### src/sbhie_map.vh
`ifndef SBHIE_MAP_VH
`define SBHIE_MAP_VH

`define SBHIE_OFF_EVT_SET      12'h080
`define SBHIE_OFF_EVT_CLR      12'h084
`define SBHIE_OFF_MSK_SET      12'h088
`define SBHIE_OFF_MSK_CLR      12'h08C
`define SBHIE_OFF_ISO_RX_MSK   12'h0A8
`define SBHIE_OFF_ISO_TX_MSK   12'h098

`define SBHIE_BIT_GLOBAL_EN    31
`define SBHIE_BIT_MAKER        30
`define SBHIE_BIT_SOFT         29
`define SBHIE_BIT_BUS_REINIT   17
`define SBHIE_BIT_ID_DONE      16
`define SBHIE_BIT_ID_STICKY    15
`define SBHIE_BIT_ISO_RX       7
`define SBHIE_BIT_ISO_TX       6

`define SBHIE_EVT_WMASK        32'h7FFF833F
`define SBHIE_MSK_WMASK        32'hEFFF83FF
`define SBHIE_EVT_RESET        32'h00000000
`define SBHIE_MSK_RESET        32'h00000000
`define SBHIE_ISO_RESET        8'h00

`endif

### src/sbhie_sync.v
`timescale 1ns/10ps
`default_nettype none
module sbhie_sync #(
	parameter W = 32
) (
	input  wire         sys_clk,
	input  wire         nrst,
	input  wire [W-1:0] async_in,
	output wire [W-1:0] sync_out
);
	reg [W-1:0] meta_q;
	reg [W-1:0] sync_q;

	// first stage is read by the second stage only
	always @(posedge sys_clk or negedge nrst) begin
		if (!nrst) begin
			meta_q <= {W{1'b0}};
			sync_q <= {W{1'b0}};
		end else begin
			meta_q <= async_in;
			sync_q <= meta_q;
		end
	end

	assign sync_out = sync_q;
endmodule
`default_nettype wire

### src/sbhie_top.v
`timescale 1ns/10ps
`default_nettype none
`include "sbhie_map.vh"
module sbhie_top #(
	parameter ISO_RX_CTX = 8,
	parameter ISO_TX_CTX = 8
) (
	input  wire                  sys_clk,
	input  wire                  nrst,
	input  wire                  psel,
	input  wire                  penable,
	input  wire                  pwrite,
	input  wire [11:0]           paddr,
	input  wire [31:0]           pwdata,
	output reg  [31:0]           prdata,
	output reg                   pready,
	output reg                   pslverr,
	input  wire [31:0]           evt_pulse,
	input  wire                  dma_int_cond,
	input  wire [ISO_RX_CTX-1:0] iso_rx_ctx_event,
	input  wire [ISO_TX_CTX-1:0] iso_tx_ctx_event,
	output reg                   irq_q
);
	// evt_pulse is a set of one-cycle strobes from block logic on sys_clk;
	// bit positions follow the event register.  bits 3..0 are dma completions,
	// gated by dma_int_cond, which the descriptor's interrupt field supplies.
	// the iso context event bits come from other clock logic and are synchronised.
	wire [ISO_RX_CTX-1:0] iso_rx_s;
	wire [ISO_TX_CTX-1:0] iso_tx_s;

	sbhie_sync #(.W(ISO_RX_CTX)) u_sync_rx (
		.sys_clk  (sys_clk),
		.nrst     (nrst),
		.async_in (iso_rx_ctx_event),
		.sync_out (iso_rx_s)
	);

	sbhie_sync #(.W(ISO_TX_CTX)) u_sync_tx (
		.sys_clk  (sys_clk),
		.nrst     (nrst),
		.async_in (iso_tx_ctx_event),
		.sync_out (iso_tx_s)
	);

	reg  [31:0]           evt_q;
	reg  [31:0]           evt_d;
	reg  [31:0]           msk_q;
	reg  [31:0]           msk_d;
	reg  [ISO_RX_CTX-1:0] iso_rx_msk_q;
	reg  [ISO_TX_CTX-1:0] iso_tx_msk_q;
	reg                   irq_d;
	wire                  wr_acc;
	wire                  rd_acc;
	wire                  iso_rx_sum;
	wire                  iso_tx_sum;
	wire [31:0]           hw_set;
	wire [31:0]           evt_view;

	function hit;
		input [11:0] a;
		input [11:0] off;
		begin
			hit = (a[11:2] == off[11:2]);
		end
	endfunction

	function known;
		input [11:0] a;
		begin
			known = hit(a, `SBHIE_OFF_EVT_SET) || hit(a, `SBHIE_OFF_EVT_CLR) ||
				hit(a, `SBHIE_OFF_MSK_SET) || hit(a, `SBHIE_OFF_MSK_CLR) ||
				hit(a, `SBHIE_OFF_ISO_RX_MSK) || hit(a, `SBHIE_OFF_ISO_TX_MSK);
		end
	endfunction

	assign wr_acc = psel & penable & pwrite;
	assign rd_acc = psel & ~penable & ~pwrite;

	// summaries are never latched, so they clear as soon as the synchronised contexts do
	assign iso_rx_sum = |(iso_rx_s & iso_rx_msk_q);
	assign iso_tx_sum = |(iso_tx_s & iso_tx_msk_q);

	// dma completions only count when the descriptor asks for an interrupt
	assign hw_set = {evt_pulse[31:4],
		evt_pulse[3:0] & {4{dma_int_cond}}};

	// event view with live summaries; reserved bits dropped by the mask
	assign evt_view = ((evt_q & `SBHIE_EVT_WMASK) |
		({31'h00000000, iso_rx_sum} << `SBHIE_BIT_ISO_RX) |
		({31'h00000000, iso_tx_sum} << `SBHIE_BIT_ISO_TX)) & 32'hFFFF83FF;

	always @* begin
		evt_d = evt_q;
		if (wr_acc && hit(paddr, `SBHIE_OFF_EVT_CLR))
			evt_d = evt_d & ~pwdata;
		if (wr_acc && hit(paddr, `SBHIE_OFF_EVT_SET))
			evt_d = evt_d | pwdata;
		// hardware sets win over a same-cycle software clear
		evt_d = evt_d | hw_set;
		if (hw_set[`SBHIE_BIT_ID_DONE])
			evt_d[`SBHIE_BIT_ID_STICKY] = 1'b1;
		// a new bus reset cancels any id-done, even one arriving now
		if (hw_set[`SBHIE_BIT_BUS_REINIT] && !evt_q[`SBHIE_BIT_BUS_REINIT])
			evt_d[`SBHIE_BIT_ID_DONE] = 1'b0;
		evt_d = evt_d & `SBHIE_EVT_WMASK;
	end

	always @* begin
		msk_d = msk_q;
		if (wr_acc && hit(paddr, `SBHIE_OFF_MSK_CLR))
			msk_d = msk_d & ~pwdata;
		if (wr_acc && hit(paddr, `SBHIE_OFF_MSK_SET))
			msk_d = msk_d | pwdata;
		msk_d = msk_d & `SBHIE_MSK_WMASK;
	end

	always @* begin
		// mask aligns bit for bit with the event view, bit 31 excluded
		irq_d = msk_q[`SBHIE_BIT_GLOBAL_EN] &
			(|(evt_view[30:0] & msk_q[30:0]));
	end

	always @(posedge sys_clk or negedge nrst) begin
		if (!nrst) begin
			evt_q        <= `SBHIE_EVT_RESET;
			msk_q        <= `SBHIE_MSK_RESET;
			iso_rx_msk_q <= {ISO_RX_CTX{1'b0}};
			iso_tx_msk_q <= {ISO_TX_CTX{1'b0}};
			irq_q        <= 1'b0;
		end else begin
			evt_q <= evt_d;
			msk_q <= msk_d;
			irq_q <= irq_d;
			if (wr_acc && hit(paddr, `SBHIE_OFF_ISO_RX_MSK))
				iso_rx_msk_q <= pwdata[ISO_RX_CTX-1:0];
			if (wr_acc && hit(paddr, `SBHIE_OFF_ISO_TX_MSK))
				iso_tx_msk_q <= pwdata[ISO_TX_CTX-1:0];
		end
	end

	// no wait state: read data and pready are both registered in setup, so pready is high in the first access cycle
	always @(posedge sys_clk or negedge nrst) begin
		if (!nrst) begin
			prdata  <= 32'h00000000;
			pready  <= 1'b0;
			pslverr <= 1'b0;
		end else begin
			pready  <= psel & ~penable;
			pslverr <= psel & ~penable & ~known(paddr);
			if (rd_acc) begin
				if (hit(paddr, `SBHIE_OFF_EVT_SET) || hit(paddr, `SBHIE_OFF_EVT_CLR))
					prdata <= evt_view;
				else if (hit(paddr, `SBHIE_OFF_MSK_SET) || hit(paddr, `SBHIE_OFF_MSK_CLR))
					prdata <= msk_q;
				else if (hit(paddr, `SBHIE_OFF_ISO_RX_MSK))
					prdata <= {{(32-ISO_RX_CTX){1'b0}}, iso_rx_msk_q};
				else if (hit(paddr, `SBHIE_OFF_ISO_TX_MSK))
					prdata <= {{(32-ISO_TX_CTX){1'b0}}, iso_tx_msk_q};
				else
					prdata <= 32'h00000000;
			end
		end
	end
endmodule
`default_nettype wire

### config.mk
export PLATFORM = sky130hd
export DESIGN_NAME = sbhie_top
export DESIGN_NICKNAME = d
export VERILOG_FILES = /design/src/sbhie_sync.v /design/src/sbhie_top.v
export VERILOG_INCLUDE_DIRS = /design/src /design/src/src
export SDC_FILE = /design/constraint.sdc
export NUM_CORES = 1
export LEC_CHECK = 0
export BUFFER_PORTS_ARGS = -buffer_cell sky130_fd_sc_hd__buf_2
export CAP_MARGIN = 30
export CORE_MARGIN = 4
export CORE_UTILIZATION = 43
export DETAILED_ROUTE_END_ITERATION = 8
export PLACE_DENSITY = 0.66
export RECOVER_POWER = 25
export SLEW_MARGIN = 20
export SYNTH_ARGS = -nofsm -noshare
export SYNTH_HDL_FRONTEND = slang
export SYNTH_SLANG_ARGS = --single-unit
### constraint.sdc
create_clock -name sys_clk -period 3.4 [get_ports sys_clk]
set_clock_uncertainty 0.05 [all_clocks]
set_input_delay 0.17 -clock sys_clk [delete_from_list [all_inputs] [get_ports sys_clk]]
set_output_delay 0.17 -clock sys_clk [all_outputs]
set_load 0.01 [all_outputs]
Yosys cells after proc, flatten, opt, wreduce, memory -nomap -nowiden
Cells that the tools add are included.
{ "classes": {"addsub": 0, "n_mul": 0, "n_div": 0, "n_lt_le_gt_ge": 0, "eq_ne": 6, "shift": 0, "n_mux": 10, "bitwise_logic": 21, "n_reduce_logical": 17} }
{ "op_table": {"columns": ["cell", "n"], "rows": [
  ["$mux 32", 4],
  ["$and 31x31->31", 2],
  ["$mux 31", 2],
  ["$or 31x31->31", 2],
  ["$eq 10x6->1 const B", 6],
  ["$and 32x32->32", 1],
  ["$not 32->32", 1],
  ["$or 32x32->32", 1],
  ["$or 31x7->31", 1],
  ["$or 31x8->31", 1],
  ["$reduce_or 31->1", 1],
  ["$and 8x8->8", 2],
  ["$mux 8", 2],
  ["$reduce_or 8->1", 2],
  ["$logic_and 1x1->1", 7],
  ["$and 1x1->1", 6],
  ["$logic_or 1x1->1", 6],
  ["$and 4x4->4", 1],
  ["$not 1->1", 3],
  ["$mux 1", 2],
  ["$logic_not 1->1", 1]
]} }
{ "word_totals": {"regBits": 133, "latch_bits": 0, "mem_bits_rw": 0, "rom_bits": 0, "out_inout_bits": 35, "elab_cells": 66, "memories": 0} }

Longest topological paths before layout
{ "logic_depth": {"word_depth": 8, "depth_mapped": 6, "depth_no_buf": 4} }

By module
A second synthesis with hierarchy kept.
{ "unflattened": {"cells_unflattened": 492, "area_unflattened_um2": 5495.3} }
{ "modules_own_cells": {"columns": ["mod", "instances", "cells_per_inst", "area_per_inst_um2"], "rows": [
  ["sbhie_top", 1, 460, 4694.5],
  ["sbhie_sync", 2, 16, 400.4]
]} }

Least setup slack after synthesis
No wires, ideal clock.
{ "synth_timing": {"path_type": "input to register", "from": "input port paddr[9]", "to": "register evt_q[16]", "setup_ns": 0.120, "arrival_time_ns": 1.818, "required_time_ns": 3.230, "setup_slack_ns": 1.412, "cell_stages": 5, "path_cell_list": "or4_4 -> buf_6 -> or3_4 -> or4b_1 -> o211a_1"} }
{ "synth_between": {"elab_chain_len": 7} }
{ "synth_rtl": {"columns": ["item", "line", "text"], "rows": [
  ["from (decl)", "sbhie_top.v:13", "input wire [11:0] paddr,"],
  ["$eq 10x6->1", "sbhie_top.v:63", "hit = (a[11:2] == off[11:2]);"],
  ["$logic_and 1x1->1", "sbhie_top.v:94", "if (wr_acc && hit(paddr, `SBHIE_OFF_EVT_CLR))"],
  ["$mux 31", "sbhie_top.v:94", null],
  ["$or 31x31->31", "sbhie_top.v:97", "evt_d = evt_d | pwdata;"],
  ["$mux 31 (*)", "sbhie_top.v:96", "if (wr_acc && hit(paddr, `SBHIE_OFF_EVT_SET))"],
  ["$or 31x31->31 (*)", "sbhie_top.v:99", "evt_d = evt_d | hw_set;"],
  ["$mux 1 (*)", "sbhie_top.v:103", "if (hw_set[`SBHIE_BIT_BUS_REINIT] && !evt_q[`SBHIE_BIT_BUS_REINIT])"],
  ["via evt_d[16]", "sbhie_top.v:46", "reg [31:0] evt_d;"],
  ["to (signal assigned)", "sbhie_top.v:125", "evt_q <= `SBHIE_EVT_RESET;"],
  ["to (signal assigned)", "sbhie_top.v:131", "evt_q <= evt_d;"],
  ["to (decl)", "sbhie_top.v:45", "reg [31:0] evt_q;"]
]} }
Mark *: on every way through the listed nets, which the timed path passes. The rest lies on a longest branch.
A chain may end at the register's enable or synchronous reset.

Worst setup path in the final report
{ "layout_timing": {"from": "input port penable", "to": "register evt_q[28]"} }
{ "layout_between": {"elab_chain_len": 7} }
{ "layout_rtl": {"columns": ["item", "line", "text"], "rows": [
  ["from (decl)", "sbhie_top.v:11", "input wire penable,"],
  ["$and 1x1->1 (*) (2 in series)", "sbhie_top.v:76", "assign wr_acc = psel & penable & pwrite;"],
  ["$logic_and 1x1->1", "sbhie_top.v:94", null],
  ["$mux 31", "sbhie_top.v:94", null],
  ["$or 31x31->31", "sbhie_top.v:97", null],
  ["$mux 31 (*)", "sbhie_top.v:96", null],
  ["$or 31x31->31 (*)", "sbhie_top.v:99", null],
  ["via evt_d[28]", "sbhie_top.v:46", null]
]} }
Marked as above.

==> flow_metrics.tcl <==
set metrics [dict create \
    worst-setup-path-type "in2reg" \
    die_width_um 121.4 \
    ys.flop_type "dfrtp_1" \
    async_flop_share_pct 100.0 \
    io_pins 133 \
    grt_usage_pct 20.53 \
    syn_area_mm2 0.005527 \
    antenna_found_initial 0 \
    irDropWorstVdd_v 0.0003818 \
    path_max_fanout 30 \
    fin_cells 852 \
    coreArea_mm2 0.01262 \
    dpl.hpwl_mm 9.560 \
    ys_ff_latch 128 \
    area_growth_pct 33.03 \
    cts-root-buf "clkbuf_16" \
    avgSynthCellArea_um2 11.08 \
    hold_violations 0 \
    die_area_mm2 0.01473 \
    tightest_slew_ns 1.513 \
    p_total_mw 3.504 \
    grt_first_pass_wirelength_mm 23.20 \
    wl_mm 14.24 \
    p_leak_nw 3.596 \
    nets 764 \
    numCtsBuffers 17 \
    ant_nets 0 \
    arrival_ns 2.63 \
    finalCriticalPeriod_ns 2.325 \
    synth.yosys.warnings 0 \
    status "finished, violations left" \
    startpoint_type "primary input" \
    area.sequential_mm2 0.003203 \
    multi_input_area_mm2 0.002011 \
    rsz0062_at_grt "false" \
    power_density_mw_per_mm2 476.6 \
    cts_sinks 128 \
    synth_cell_type_count 43 \
    start_util_pct 43.79 \
    firstDrtPassIters 4 \
    slew_viol_final 61 \
    yosysSeqAreaShare_pct 57.96 \
    vias 4459 \
    grt-ovfl-total 0 \
    drc 0 \
    grt_max_degree 61 \
    finalCritPeriodShare_pct 68.39 \
    clk_latency_ns 0.42 \
    clk_pin_slew_ns 0.06 \
    hp-class "in2reg" \
    postCtsSetupRepairBufs 0 \
    maxCapViolations 1 \
    cts-htree-levels 4 \
    worstPathRequired_ns 3.71 \
    wl_per_cell_um 16.71 \
    globalplace.congestion 0.8121 \
    syn_inst 499 \
    clk_path_buf_depth 2 \
    vias_per_cell 5.234 \
    hold_path_depth 3 \
    grt_pass1_vias 4617 \
    setup_tns_ns 0 \
    fill_cells 1073 \
    setup_violations 0 \
    port_buffers 112 \
    synth_edf_count 0 \
    num_rows 41 \
    r2r_cells 3 \
    cts_tree "built" \
    drive_gt1_share_pct 26.07 \
    die-height_um 121.4 \
    fmax_mhz 430.0 \
    drtIter0Drc 251 \
    slew_headroom_pct -0.8890 \
    violations "capacitance limit, slew limit" \
    place_inst 766 \
    cp-end-kind "flop" \
]
==> layer usage <==
metal	GRT usage (%)	routed length (um)	up-vias	share of wire (%)
met5	0	0	-	0
met4	6.723	275	0	1.9
met3	6.107	912	18	6.4
met2	34.09	7171	135	50
met1	25.73	5877	2187	41
li1	-	-	2119	-
==> critical path, cell delays in order <==
cell,delay [ns]
dlygate4sd3_1,0.52
clkbuf_1,0.15
nand3_1,0.25
nor4_4,0.29
buf_4,0.36
a211oi_1,0.14
a41oi_1,0.18
dlygate4sd3_1,0.57
==> power by group <==
part	internal (mW)	total, mW	switching (mW)
registers	1.55	1.56	0.00822
clock network	1.03	1.74	0.701
logic	0.0903	0.211	0.121
==> final cells by class <==
| class | instances | share of cell area [%] |
|---|---|---|
| repair buffers | 175 | 15.84 |
| multi-input cells | 295 | 27.35 |
| flip-flops and latches | 128 | 43.57 |
| inverters | 49 | 2.502 |
| clock buffers | 19 | 6.025 |
| clock inverters | 13 | 1.753 |
| well taps | 172 | 2.927 |
| diodes | 1 | 0.03404 |
==> stage by stage <==
step | utilization, % | cell area (um2) | hold slack [ns] | setup WS (ns)
6_report | 58.26 | 7352 | 0.005422 | 1.075
5_1_grt | 58.24 | 7350 | 0.003326 | 0.8913
4_1_cts | 58.27 | 7353 | 0.0006870 | 1.086
3_5_place_dp | 49.53 | 6251 | 0.2293 | 1.148
3_3_place_gp | 49.53 | 6251 | 0.2275 | 1.184
2_1_floorplan | - | 5542 | -0.1756 | 1.412
==> cell usage after synthesis, types with 2 or more instances <==
cell type / count / area (um2)
nand3_1: 3 / 15.01
o41ai_1: 2 / 17.52
nor4_4: 2 / 42.54
or3b_2: 2 / 17.52
o22ai_1: 2 / 12.51
inv_1: 49 / 183.9
mux2_2: 16 / 180.2
buf_6: 2 / 22.52
dfrtp_1: 128 / 3203
nand2b_1: 2 / 12.51
and4_1: 4 / 35.03
a21oi_1: 10 / 50.05
buf_2: 6 / 30.03
a21boi_0: 6 / 45.04
o31ai_1: 7 / 52.55
o21ai_0: 8 / 40.04
nand2_1: 75 / 281.5
a211oi_1: 18 / 135.1
nor2b_1: 3 / 18.77
buf_4: 6 / 45.04
or3_1: 2 / 12.51
nor2_1: 19 / 71.32
mux2i_1: 26 / 260.3
a22oi_1: 36 / 270.3
a221oi_1: 4 / 35.03
nor4_2: 2 / 25.02
nand4_1: 5 / 31.28
clkbuf_1: 17 / 63.81
a2bb2oi_1: 6 / 52.55
a41oi_1: 18 / 157.7
==> cells in the final DEF (no fill, tap or decap), types with 3 or more instances in the layout <==
| cell type | count |
|---|---|
| dfrtp_1 | 128 |
| buf_2 | 110 |
| nand2_1 | 75 |
| dlygate4sd3_1 | 53 |
| inv_1 | 49 |
| a22oi_1 | 36 |
| mux2i_1 | 26 |
| nor2_1 | 19 |
| a211oi_1 | 18 |
| a41oi_1 | 18 |
| clkbuf_16 | 17 |
| mux2_2 | 16 |
| a21oi_1 | 10 |
| buf_4 | 10 |
| o21ai_0 | 8 |
| o31ai_1 | 7 |
| a21boi_0 | 6 |
| a2bb2oi_1 | 6 |
| nand4_1 | 5 |
| conb_1 | 5 |
| clkinvlp_4 | 5 |
| nor4_4 | 4 |
| a221oi_1 | 4 |
| and4_1 | 4 |
| inv_6 | 4 |
| nand3_1 | 3 |
| nor2b_1 | 3 |
| clkinv_4 | 3 |
==> final timing paths <==
check | slack (ns) | end | startpoint
worst max-delay path | 1.07 | evt_q[28] | penable
min in group asynchronous | 0.62 | asynchronous set/reset pin | nrst
worst min register to register | 0.30 | u_sync_tx.sync_out[5] | u_sync_tx.meta_q[5]
max in group asynchronous | 1.62 | u_sync_tx.meta_q[5] | nrst
worst max register to register | 1.94 | evt_q[28] | evt_q[28]
worst min-delay path | 0.005 | evt_q[19] | evt_pulse[19]
==> what timing repair did <==
action                                  CTS  global route
gates resized for setup                   0             0
hold buffers                             53             0
endpoints found under the setup margin    0             0
endpoints found under the hold margin   117             0
==> kinds of logic (layout without fill, tap and decap cells) <==
family	count (synthesis)	count (layout)	share of synthesized area (%)
buf+inv	80	256	6.249
flops	128	128	57.96
compound gates	121	121	16.39
other cells	1	6	0.06785
mux	42	42	7.969
simple gates	127	127	11.37
Note: power is estimated with default switching activity, not from simulation.
